File: config.mk
export PLATFORM = sky130hd
export DESIGN_NAME = dcl_link
export DESIGN_NICKNAME = d
export VERILOG_FILES = /design/src/rtl/dcl_link.v /design/src/rtl/dcl_rx.v /design/src/rtl/dcl_tx.v
export VERILOG_INCLUDE_DIRS = /design/src /design/src/rtl
export SDC_FILE = /design/constraint.sdc
export NUM_CORES = 1
export LEC_CHECK = 0
export ABC_AREA = 1
export BUFFER_PORTS_ARGS = -buffer_cell sky130_fd_sc_hd__buf_2
export CAP_MARGIN = 15
export CELL_PAD_IN_SITES_DETAIL_PLACEMENT = 0
export CELL_PAD_IN_SITES_GLOBAL_PLACEMENT = 1
export CORE_MARGIN = 4
export CORE_UTILIZATION = 50
export CTS_BUF_LIST = sky130_fd_sc_hd__clkbuf_8
export DETAILED_ROUTE_END_ITERATION = 7
export GPL_ROUTABILITY_DRIVEN = 0
export PLACE_DENSITY_LB_ADDON = 0.1
export SYNTH_ARGS = -nofsm -noshare
export SYNTH_HDL_FRONTEND = slang
export SYNTH_SLANG_ARGS = --single-unit
File: constraint.sdc
create_clock -name clock -period 8.95 [get_ports clock]
set_input_delay 1.3425 -clock clock [delete_from_list [all_inputs] [get_ports clock]]
set_output_delay 1.3425 -clock clock [all_outputs]
set_load 0.02 [all_outputs]
File: src/rtl/dcl_regs.vh
`ifndef DCL_REGS_VH
`define DCL_REGS_VH
// ----------------------------------------
// link words and command codes
// ----------------------------------------
`define DCL_CAL_WORD      8'h55
`define DCL_CAL_FALLS     3'h4
`define DCL_CMD_AINIT     8'h95
`define DCL_CMD_LPOLL     8'h57
`define DCL_CMD_GRST      8'h5d
`define DCL_FLD_GLOBAL    0
`define DCL_FLD_READ      1
`define DCL_FLD_CMD       2
// ----------------------------------------
// register pointers and fields
// ----------------------------------------
`define DCL_PTR_TEMP      4'h0
`define DCL_PTR_CFG       4'h1
`define DCL_PTR_LIM_HI    4'h5
`define DCL_PTR_NV_LO     4'h6
`define DCL_PTR_NV_HI     4'hd
`define DCL_PTR_DIE       4'hf
`define DCL_TEMP_UNLOCK   0
`define DCL_CFG_SOFT_RST  1
`define DCL_CFG_ALERT_LO  3
`define DCL_CFG_ALERT_HI  4
`define DCL_CFG_SHUTDOWN  8
`define DCL_CFG_ONE_SHOT  12
// ----------------------------------------
// reset values
// ----------------------------------------
`define DCL_CFG_RESET     16'ha000
`define DCL_NV_RESET      16'h0000
`define DCL_ADDR_RESET    5'h01
`define DCL_BAUD_RESET    16'h0364
// arbitrary identification value
`define DCL_DIE_ID        16'h0a5c
// ----------------------------------------
// timing
// ----------------------------------------
`define DCL_CLK_NS        10
`define DCL_GAP_MS        7
`define DCL_AINIT_TMO_MS  1000
`define DCL_GRD_TMO_MS    35
`endif

File: src/rtl/dcl_link.v
// Summary of operation
// words are start low, eight data bits lsb first, stop high; idle high.
// each operation opens with 55h; its timing sets the baud rate.
// command byte holds global, read, command flags then 5-bit field.
// global operations name the highest address, individual ones the exact one.
// a non-responding device repeats traffic both ways between its pins.
// device address lives in nonvolatile storage and reloads on reset.
// host follows address-init with one word carrying the first address.
// devices self-assign in sequence, each answering upward after 7 ms.
// host sends nothing new until address init completes.
// a stalled address init drops back to idle after one second.
// last-device poll is answered by the last device with its address.
// only the device that was last at init answers the poll.
// global reset reloads stored values and clears temperature, like config bit 1.
// individual write changes only the device whose address matches.
// individual read reply starts within 1.5 baud periods.
// global write stores in every device up to the named address.
// global read returns named device first, ending at the first device.
// global read past the last device gives up after 35 ms.
// global read replies start within 1.5 baud periods.
// continuous conversion is default; results update temperature and alert flags.
// shutdown stops conversions but leaves every register reachable.
// one-shot bit starts one conversion in shutdown and reads zero.
// storage holds eight general words at pointers 6h to Dh.
// reset copies stored values into registers, not temperature or die id.
// storage is locked at power-up; locked writes to it are ignored.
// host unlocks storage by writing 1 to temperature bit 0.
// a non-matching device forwards unchanged, stores nothing, replies nothing.
`default_nettype none
`include "dcl_regs.vh"
module dcl_link #(
  parameter [29:0] GAP_CYC   = `DCL_GAP_MS * 1000000 / `DCL_CLK_NS,
  parameter [29:0] AINIT_CYC = `DCL_AINIT_TMO_MS * 1000000 / `DCL_CLK_NS,
  parameter [29:0] GRD_CYC   = `DCL_GRD_TMO_MS * 1000000 / `DCL_CLK_NS
) (
  input  wire        clock,
  input  wire        sys_rst,
  input  wire        upstream_pin_in,
  output wire        upstream_pin_out,
  output wire        upstream_pin_oe,
  input  wire        downstream_pin_in,
  output wire        downstream_pin_out,
  output wire        downstream_pin_oe,
  input  wire        conv_busy,
  input  wire        conv_done,
  input  wire [13:0] conv_result,
  input  wire [1:0]  conv_alert,
  output reg         conv_start_ff,
  output wire        shutdown_mode,
  output reg         storage_unlock_bit,
  output reg  [4:0]  device_address,
  output wire        last_device
);
  // ----------------------------------------
  // states
  // ----------------------------------------
  localparam [3:0] S_CAL   = 4'h0;
  localparam [3:0] S_CMD   = 4'h1;
  localparam [3:0] S_PTR   = 4'h2;
  localparam [3:0] S_DLO   = 4'h3;
  localparam [3:0] S_DHI   = 4'h4;
  localparam [3:0] S_FWD   = 4'h5;
  localparam [3:0] S_SEND  = 4'h6;
  localparam [3:0] S_AINIT = 4'h7;
  localparam [3:0] S_AGAP  = 4'h8;
  localparam [3:0] S_ANEXT = 4'h9;
  localparam [3:0] S_AFWD  = 4'ha;

  reg  [3:0]  state_ff;
  reg  [15:0] baud_ff;
  reg  [7:0]  cmd_ff;
  reg  [3:0]  ptr_ff;
  reg  [7:0]  lo_ff;
  reg         sel_ff;
  reg         own_ff;
  reg  [5:0]  left_ff;
  reg  [29:0] tmr_ff;
  reg  [29:0] aint_ff;
  reg  [1:0]  sent_ff;
  reg         got_ff;
  reg         tx_go_ff;
  reg  [7:0]  tx_dat_ff;
  reg  [13:0] temp_ff;
  reg         load_ff;
  reg         os_pend_ff;
  reg  [15:0] reg_ff [1:13];
  reg  [15:0] nv_mem [1:13];
  reg  [4:0]  nv_addr;
  reg         nv_last;
  reg  [15:0] rd_val;
  integer     i;

  wire [7:0]  up_data;
  wire        up_valid;
  wire [15:0] cal_baud;
  wire        cal_valid;
  wire        dn_valid;
  wire        tx_line;
  wire        tx_busy;

  // ----------------------------------------
  // stored defaults
  // ----------------------------------------
  initial begin
    for (i = 1; i < 14; i = i + 1)
      nv_mem[i] = `DCL_NV_RESET;
    nv_mem[1] = `DCL_CFG_RESET;
    nv_addr   = `DCL_ADDR_RESET;
    nv_last   = 1'b0;
  end

  // ----------------------------------------
  // decode
  // ----------------------------------------
  wire [4:0] field     = cmd_ff[7:3];
  wire       is_global = cmd_ff[`DCL_FLD_GLOBAL];
  wire       is_read   = cmd_ff[`DCL_FLD_READ];
  wire       quiet     = (state_ff == S_AINIT) | (state_ff == S_AGAP) |
                         (state_ff == S_ANEXT) | (state_ff == S_AFWD);
  wire       fwd_up    = (state_ff == S_FWD) | (state_ff == S_SEND) |
                         (state_ff == S_AGAP) | (state_ff == S_ANEXT) |
                         (state_ff == S_AFWD);
  wire       tx_dn     = state_ff == S_ANEXT;
  wire       tx_free   = !tx_busy && !tx_go_ff;
  wire       wr_en     = (state_ff == S_DHI) && up_valid && sel_ff && !is_read;
  wire [15:0] wr_data  = {up_data, lo_ff};
  wire [15:0] wr_val   = (ptr_ff == `DCL_PTR_CFG) ?
                         (wr_data & ~(16'h0001 << `DCL_CFG_ONE_SHOT) &
                          ~(16'h0001 << `DCL_CFG_SOFT_RST)) : wr_data;
  wire       ptr_live  = (ptr_ff >= `DCL_PTR_CFG) && (ptr_ff <= `DCL_PTR_LIM_HI);
  wire       ptr_nv    = (ptr_ff >= `DCL_PTR_NV_LO) && (ptr_ff <= `DCL_PTR_NV_HI);
  wire       addr_set  = (state_ff == S_AINIT) && up_valid;
  wire       last_set  = (state_ff == S_AFWD) && !got_ff && (tmr_ff >= {GAP_CYC[28:0], 1'b0});

  assign shutdown_mode = reg_ff[1][`DCL_CFG_SHUTDOWN];
  assign last_device   = nv_last;

  // ----------------------------------------
  // pins
  // ----------------------------------------
  assign upstream_pin_oe    = fwd_up;
  assign upstream_pin_out   = (tx_busy && !tx_dn) ? tx_line : downstream_pin_in;
  assign downstream_pin_oe  = !fwd_up || tx_dn;
  assign downstream_pin_out = tx_dn ? tx_line : (quiet | upstream_pin_in);

  // ----------------------------------------
  // read mux
  // ----------------------------------------
  always @* begin
    rd_val = 16'h0000;
    if (ptr_ff == `DCL_PTR_TEMP)
      rd_val = {temp_ff, 1'b0, storage_unlock_bit};
    else if (ptr_live || ptr_nv)
      rd_val = reg_ff[ptr_ff];
    else if (ptr_ff == `DCL_PTR_DIE)
      rd_val = `DCL_DIE_ID;
  end

  // ----------------------------------------
  // word engines
  // ----------------------------------------
  dcl_rx u_up_rx (
    .clock        (clock),
    .sys_rst      (sys_rst),
    .line_in      (upstream_pin_in),
    .cal_en       (state_ff == S_CAL),
    .baud_in      (baud_ff),
    .data_ff      (up_data),
    .valid_ff     (up_valid),
    .cal_baud_ff  (cal_baud),
    .cal_valid_ff (cal_valid)
  );

  dcl_rx u_dn_rx (
    .clock        (clock),
    .sys_rst      (sys_rst),
    .line_in      (downstream_pin_in),
    .cal_en       (1'b0),
    .baud_in      (baud_ff),
    .data_ff      (),
    .valid_ff     (dn_valid),
    .cal_baud_ff  (),
    .cal_valid_ff ()
  );

  dcl_tx u_tx (
    .clock    (clock),
    .sys_rst  (sys_rst),
    .start    (tx_go_ff),
    .data     (tx_dat_ff),
    .baud     (baud_ff),
    .line_out (tx_line),
    .busy     (tx_busy)
  );

  // ----------------------------------------
  // registers and storage
  // ----------------------------------------
  always @(posedge clock) begin
    if (load_ff) begin
      for (i = 1; i < 14; i = i + 1)
        reg_ff[i] <= nv_mem[i];
    end else begin
      if (wr_en && (ptr_live || (ptr_nv && storage_unlock_bit)))
        reg_ff[ptr_ff] <= wr_val;
      if (conv_done)
        reg_ff[1][`DCL_CFG_ALERT_HI:`DCL_CFG_ALERT_LO] <= conv_alert;
    end
    if (wr_en && storage_unlock_bit && (ptr_live || ptr_nv))
      nv_mem[ptr_ff] <= wr_val;
    if (addr_set)
      nv_addr <= up_data[7:3];
    if (addr_set)
      nv_last <= 1'b0;
    else if (last_set)
      nv_last <= 1'b1;
  end

  // ----------------------------------------
  // conversion control and status
  // ----------------------------------------
  always @(posedge clock or posedge sys_rst) begin
    if (sys_rst) begin
      load_ff            <= 1'b1;
      temp_ff            <= 14'h0000;
      storage_unlock_bit <= 1'b0;
      os_pend_ff         <= 1'b0;
      conv_start_ff      <= 1'b0;
      device_address     <= `DCL_ADDR_RESET;
    end else begin
      load_ff       <= 1'b0;
      conv_start_ff <= 1'b0;
      if (load_ff)
        device_address <= nv_addr;
      else if (addr_set)
        device_address <= up_data[7:3];
      if (load_ff)
        temp_ff <= 14'h0000;
      else if (conv_done)
        temp_ff <= conv_result;
      if (wr_en && ptr_ff == `DCL_PTR_TEMP)
        storage_unlock_bit <= wr_data[`DCL_TEMP_UNLOCK];
      if (wr_en && ptr_ff == `DCL_PTR_CFG && wr_data[`DCL_CFG_SOFT_RST])
        load_ff <= 1'b1;
      if (state_ff == S_CMD && up_valid && up_data == `DCL_CMD_GRST)
        load_ff <= 1'b1;
      if (wr_en && ptr_ff == `DCL_PTR_CFG && wr_data[`DCL_CFG_ONE_SHOT] && shutdown_mode)
        os_pend_ff <= 1'b1;
      else if (conv_start_ff)
        os_pend_ff <= 1'b0;
      if (!load_ff && !conv_busy && !conv_start_ff && (!shutdown_mode || os_pend_ff))
        conv_start_ff <= 1'b1;
    end
  end

  // ----------------------------------------
  // operation sequencer
  // ----------------------------------------
  always @(posedge clock or posedge sys_rst) begin
    if (sys_rst) begin
      state_ff  <= S_CAL;
      baud_ff   <= `DCL_BAUD_RESET;
      cmd_ff    <= 8'h00;
      ptr_ff    <= 4'h0;
      lo_ff     <= 8'h00;
      sel_ff    <= 1'b0;
      own_ff    <= 1'b0;
      left_ff   <= 6'h00;
      tmr_ff    <= 30'h0;
      aint_ff   <= 30'h0;
      sent_ff   <= 2'h0;
      got_ff    <= 1'b0;
      tx_go_ff  <= 1'b0;
      tx_dat_ff <= 8'h00;
    end else begin
      tx_go_ff <= 1'b0;
      tmr_ff   <= tmr_ff + 30'h1;
      aint_ff  <= aint_ff + 30'h1;
      sent_ff  <= (state_ff == S_SEND || state_ff == S_AGAP || state_ff == S_ANEXT) ? sent_ff : 2'h0;
      case (state_ff)
        S_CAL: begin
          if (cal_valid) begin
            baud_ff  <= cal_baud;
            state_ff <= S_CMD;
          end
        end
        S_CMD: begin
          if (up_valid) begin
            cmd_ff  <= up_data;
            tmr_ff  <= 30'h0;
            aint_ff <= 30'h0;
            if (!up_data[`DCL_FLD_CMD])
              state_ff <= S_PTR;
            else if (up_data == `DCL_CMD_AINIT)
              state_ff <= S_AINIT;
            else if (up_data == `DCL_CMD_LPOLL) begin
              own_ff   <= nv_last;
              left_ff  <= nv_last ? 6'h00 : 6'h01;
              state_ff <= S_FWD;
            end else
              state_ff <= S_CAL;
          end
        end
        S_PTR: begin
          if (up_valid) begin
            ptr_ff <= up_data[3:0];
            sel_ff <= is_global ? (device_address <= field) : (device_address == field);
            tmr_ff <= 30'h0;
            if (!is_read)
              state_ff <= S_DLO;
            else if (is_global && device_address <= field) begin
              own_ff   <= 1'b1;
              left_ff  <= {(field - device_address), 1'b0};
              state_ff <= S_FWD;
            end else if (!is_global && device_address <= field) begin
              own_ff   <= device_address == field;
              left_ff  <= (device_address == field) ? 6'h00 : 6'h02;
              state_ff <= S_FWD;
            end else
              state_ff <= S_CAL;
          end
        end
        S_DLO: begin
          if (up_valid) begin
            lo_ff    <= up_data;
            state_ff <= S_DHI;
          end
        end
        S_DHI: begin
          if (up_valid)
            state_ff <= S_CAL;
        end
        S_FWD: begin
          if (left_ff == 6'h00)
            state_ff <= own_ff ? S_SEND : S_CAL;
          else if (dn_valid) begin
            left_ff <= left_ff - 6'h01;
            tmr_ff  <= 30'h0;
          end else if (tmr_ff >= GRD_CYC)
            state_ff <= S_CAL;
        end
        S_SEND: begin
          if (tx_free) begin
            if (sent_ff == (cmd_ff[`DCL_FLD_CMD] ? 2'h1 : 2'h2))
              state_ff <= S_CAL;
            else begin
              tx_go_ff  <= 1'b1;
              tx_dat_ff <= cmd_ff[`DCL_FLD_CMD] ? {device_address, 3'h0} :
                           ((sent_ff == 2'h0) ? rd_val[7:0] : rd_val[15:8]);
              sent_ff   <= sent_ff + 2'h1;
            end
          end
        end
        S_AINIT: begin
          if (up_valid) begin
            tmr_ff   <= 30'h0;
            state_ff <= S_AGAP;
          end
        end
        S_AGAP: begin
          if (sent_ff == 2'h0 && tmr_ff >= GAP_CYC) begin
            tx_go_ff  <= 1'b1;
            tx_dat_ff <= {device_address, 3'h0};
            sent_ff   <= 2'h1;
          end else if (sent_ff != 2'h0 && tx_free) begin
            sent_ff  <= 2'h0;
            state_ff <= S_ANEXT;
          end
        end
        S_ANEXT: begin
          if (sent_ff == 2'h0) begin
            tx_go_ff  <= 1'b1;
            tx_dat_ff <= {device_address + 5'h01, 3'h0};
            sent_ff   <= 2'h1;
          end else if (tx_free) begin
            tmr_ff   <= 30'h0;
            got_ff   <= 1'b0;
            state_ff <= S_AFWD;
          end
        end
        S_AFWD: begin
          if (dn_valid) begin
            got_ff <= 1'b1;
            tmr_ff <= 30'h0;
          end else if (tmr_ff >= {GAP_CYC[28:0], 1'b0})
            state_ff <= S_CAL;
        end
        default: state_ff <= S_CAL;
      endcase
      if (quiet && aint_ff >= AINIT_CYC)
        state_ff <= S_CAL;
    end
  end
endmodule // dcl_link
`default_nettype wire

File: src/rtl/dcl_rx.v
`default_nettype none
`include "dcl_regs.vh"
module dcl_rx (
  input  wire        clock,
  input  wire        sys_rst,
  input  wire        line_in,
  input  wire        cal_en,
  input  wire [15:0] baud_in,
  output reg  [7:0]  data_ff,
  output reg         valid_ff,
  output reg  [15:0] cal_baud_ff,
  output reg         cal_valid_ff
);
  // ----------------------------------------
  // word receiver with baud calibration
  // ----------------------------------------
  localparam [2:0] R_IDLE  = 3'h0;
  localparam [2:0] R_CAL   = 3'h1;
  localparam [2:0] R_START = 3'h2;
  localparam [2:0] R_DATA  = 3'h3;
  localparam [2:0] R_STOP  = 3'h4;

  reg  [2:0]  st_ff;
  reg         prev_ff;
  reg  [18:0] cnt_ff;
  reg  [2:0]  bit_ff;
  wire        fall    = prev_ff & ~line_in;
  wire        bit_end = cnt_ff >= ({3'h0, baud_in} - 19'h1);
  wire [18:0] cal_span = cnt_ff + 19'h1;

  always @(posedge clock or posedge sys_rst) begin
    if (sys_rst) begin
      st_ff        <= R_IDLE;
      prev_ff      <= 1'b1;
      cnt_ff       <= 19'h0;
      bit_ff       <= 3'h0;
      data_ff      <= 8'h00;
      valid_ff     <= 1'b0;
      cal_baud_ff  <= 16'h0000;
      cal_valid_ff <= 1'b0;
    end else begin
      prev_ff      <= line_in;
      valid_ff     <= 1'b0;
      cal_valid_ff <= 1'b0;
      case (st_ff)
        R_IDLE: begin
          cnt_ff <= 19'h0;
          bit_ff <= 3'h0;
          if (fall)
            st_ff <= cal_en ? R_CAL : R_START;
        end
        R_CAL: begin
          // alternating word: fourth fall after start spans eight bits
          cnt_ff <= cnt_ff + 19'h1;
          if (fall) begin
            bit_ff <= bit_ff + 3'h1;
            if (bit_ff == `DCL_CAL_FALLS - 3'h1) begin
              cal_baud_ff  <= cal_span[18:3];
              cal_valid_ff <= 1'b1;
              st_ff        <= R_IDLE;
            end
          end
        end
        R_START: begin
          cnt_ff <= cnt_ff + 19'h1;
          if (cnt_ff >= {4'h0, baud_in[15:1]}) begin
            cnt_ff <= 19'h0;
            st_ff  <= line_in ? R_IDLE : R_DATA;
          end
        end
        R_DATA: begin
          cnt_ff <= cnt_ff + 19'h1;
          if (bit_end) begin
            cnt_ff  <= 19'h0;
            data_ff <= {line_in, data_ff[7:1]};
            bit_ff  <= bit_ff + 3'h1;
            if (bit_ff == 3'h7)
              st_ff <= R_STOP;
          end
        end
        R_STOP: begin
          cnt_ff <= cnt_ff + 19'h1;
          if (bit_end) begin
            valid_ff <= 1'b1;
            st_ff    <= R_IDLE;
          end
        end
        default: st_ff <= R_IDLE;
      endcase
    end
  end
endmodule // dcl_rx
`default_nettype wire

File: src/rtl/dcl_tx.v
`default_nettype none
module dcl_tx (
  input  wire        clock,
  input  wire        sys_rst,
  input  wire        start,
  input  wire [7:0]  data,
  input  wire [15:0] baud,
  output wire        line_out,
  output wire        busy
);
  // ----------------------------------------
  // word transmitter, lsb first
  // ----------------------------------------
  reg [9:0]  sh_ff;
  reg [3:0]  n_ff;
  reg [15:0] cnt_ff;
  reg        act_ff;

  assign line_out = act_ff ? sh_ff[0] : 1'b1;
  assign busy     = act_ff | start;

  always @(posedge clock or posedge sys_rst) begin
    if (sys_rst) begin
      sh_ff  <= 10'h3ff;
      n_ff   <= 4'h0;
      cnt_ff <= 16'h0000;
      act_ff <= 1'b0;
    end else if (start && !act_ff) begin
      sh_ff  <= {1'b1, data, 1'b0};
      n_ff   <= 4'h0;
      cnt_ff <= 16'h0000;
      act_ff <= 1'b1;
    end else if (act_ff) begin
      cnt_ff <= cnt_ff + 16'h1;
      if (cnt_ff >= baud - 16'h1) begin
        cnt_ff <= 16'h0000;
        sh_ff  <= {1'b1, sh_ff[9:1]};
        n_ff   <= n_ff + 4'h1;
        if (n_ff == 4'h9)
          act_ff <= 1'b0;
      end
    end
  end
endmodule // dcl_tx
`default_nettype wire

==> results_dict.tcl <==
set metrics [dict create \
    overflow 0 \
    ir_drop_mv 0.113 \
    clock_sinks 718 \
    fmax_ghz 0.237 \
    syn_to_final_growth_pct 10.4 \
    first_iter_violations 2907 \
    drt_pre_antenna_iters 5 \
    min_path_cells 1 \
    antenna_found_initial 3 \
    arrival_ps 4510 \
    ys_types 71 \
    synth_cells 3376 \
    wl_per_cell_um 22.1 \
    grt_setup_unrepaired "no" \
    synth_edf_count 465 \
    worst-setup-path-type "reg2reg" \
    period_share_pct 47.2 \
    synth.yosys.seq_area_share_pct 59.8 \
    fin_nets 3614 \
    hold_viol 0 \
    wirelength_um 99000 \
    finalSetupTns_ps 0 \
    synth.avg_cell_area_um2 10.1 \
    clk_pin_slew_worst_paths_ps 60 \
    grt_pass1_vias 24500 \
    final_cells 4474 \
    htree_levels 3 \
    cts_resized 0 \
    initial_core_util_pct 50.4 \
    cts_tree "yes" \
    hold_path.class "reg2reg" \
    cp_num_buf_inv 3 \
    antenna_left 0 \
    power.leakage_uw 0.0155 \
    worstRegToRegCells 11 \
    vias_per_cell 5.75 \
    synthFlopType "edfxtp_1" \
    core.rowCount 95 \
    status "completed" \
    ios 35 \
    drive_above_1_share_pct 10.1 \
    finalSetupViolations 0 \
    dpl.cell_count 4245 \
    vias 25700 \
    cts_root_buffer "clkbuf_8" \
    maxSlewViolCount 0 \
    mostFrequentLayoutCells "nand2_1 (795), edfxtp_1 (465), o21ai_0 (360)" \
    relSlewSlack_pct 21.5 \
    die_area_um2 72100 \
    numCtsBuffers 118 \
    setup.worst_path.end_class "flop" \
    syn-cell-area_um2 33900 \
    worstPathCellList "nor2_8 > clkinv_2 > nor2_2 > inv_6 > nand2_2 > nor2_2 > nand2_1 > a21oi_2 > buf_4 > nand3_1 > nand2_1" \
    die_y_um 269 \
    grt_usage_pct 27.4 \
    core-area_um2 67300 \
    start_kind "flop" \
    cp_max_fo 34 \
    fillers 5974 \
    yosysWarnings 0 \
    fin_crit_ps 4230 \
    portBuffers 34 \
    cp_top_family "simple AND/OR/NAND/NOR gates" \
    post_cts_buffers 0 \
    grt_pass1_wl_um 150000 \
    clkLatencyLatePin_ps 740 \
    hpwl_um 65900 \
    drc 0 \
    cp.required_ps 9230 \
    slowest_delay_ps 820 \
    ys_ff_latch 718 \
    critPathSlowestCell "nand3_1" \
    tightest_slew_ps 1180 \
    postCtsHoldBufs 0 \
    final_common_cell "nand2_1" \
    cts_buffer_depth 3 \
    powerDensity_nw_per_um2 170 \
    async_reset_ff_share_pct 35.1 \
    die_w_um 269 \
    grt_max_degree 144 \
    skew_ps 47.6 \
    cap_violations 0 \
    cp_num_cells 11 \
]
[worst register-to-register path: cells and delay by family (launching register included)]
kind            cells  cell delay (ps)
simple gates        7             2660
buf+inv             3              580
flops               1              500
compound gates      1               40
[kinds of logic (layout without fill, tap and decap cells)]
family | Yosys count | in the layout | share of synthesized area [%]
and+or+nand+nor | 1355 | 1355 | 17.4
muxes | 1 | 1 | 0.0332
AOI/OAI and AO/OA | 710 | 710 | 12.0
xor gates and xnor gates | 58 | 58 | 1.50
other | 1 | 45 | 0.0110
DFF | 718 | 718 | 59.8
buffers and inverters | 436 | 617 | 5.59
adders and majority gates | 97 | 97 | 3.60
[per-stage QoR]
step	cell area, µm²	hold slack, ps	util (%)	worst slack [ps]	total power, µW
finish	37500	464	55.7	4730	6370
floorplan	34100	432	-	709	3620
global route	37500	483	55.7	4350	6600
detailed placement	35100	457	52.2	4780	3650
CTS	37400	465	55.6	4750	6420
global placement	35000	446	52.1	4850	3650
[worst paths after layout]
check,startpoint,end,slack (ps)
max,ptr_ff[3],reg_ff[13][10],4730
min,conv_start_ff,conv_start_ff,460
max reg2reg,ptr_ff[3],reg_ff[13][10],4730
min reg2reg,conv_start_ff,conv_start_ff,460
max in group asynchronous,sys_rst,baud_ff[12],6760
min in group asynchronous,sys_rst,tmr_ff[24],710
[area by class of cell]
type                       instances  area (µm²)  share of cell area, %
sequential                       718       20300                   54.2
multi-input combinational       2265       12000                   32.0
clock buffer                     126        1730                   4.63
inverter                         307        1170                   3.11
tap                              873        1090                   2.92
timing repair buffer              85         611                   1.63
clock inverter                    99         558                   1.49
antenna                            1        2.50                0.00668
[power by group]
| group | leakage [µW] | switching (µW) | internal [µW] |
|---|---|---|---|
| Sequential | 0.00653 | 5.25 | 3520 |
| Clock | 0.00133 | 1380 | 1410 |
| Combinational | 0.00765 | 45.2 | 13.8 |
| Total | 0.0155 | 1430 | 4940 |
[registers in the layout, summed over array words and instances (netlist names), 5 cells and up]
name and count:
device_address 5, tmr_ff 30, cmd_ff 8, baud_ff 16, u_tx.sh_ff 9, nv_addr 5
nv_mem 208, reg_ff 252, u_up_rx.cnt_ff 19, tx_dat_ff 8, u_up_rx.data_ff 8, u_dn_rx.cnt_ff 19
lo_ff 8, left_ff 6, temp_ff 14, u_up_rx.cal_baud_ff 16, u_tx.cnt_ff 16, aint_ff 30
[routing by layer]
metal	up-vias	part of all wire (%)	GRT usage [%]
li1	12000	-	-
met5	-	0	0
met1	12600	43	39.7
met2	1008	46	43.4
met4	0	2.9	8.04
met3	188	7.9	4.21
[synth_stat cells (14+ instances only)]
cell type	number	area share, %
a21oi_1	94	1.4
xor2_1	48	1.2
nor3_1	61	0.90
clkbuf_1	60	0.66
nand2_1	798	8.8
nor2_1	208	2.3
o21ai_2	15	0.39
dfstp_2	18	1.4
inv_1	292	3.2
ha_1	96	3.5
nand3_1	154	2.3
nand4_1	53	0.98
o211ai_1	14	0.31
a22oi_1	29	0.64
o22ai_1	110	2.0
buf_2	40	0.59
edfxtp_1	465	41
o21ai_0	360	5.3
dfrtp_1	234	17
buf_6	23	0.76
Power figures use the tool's default switching activity.
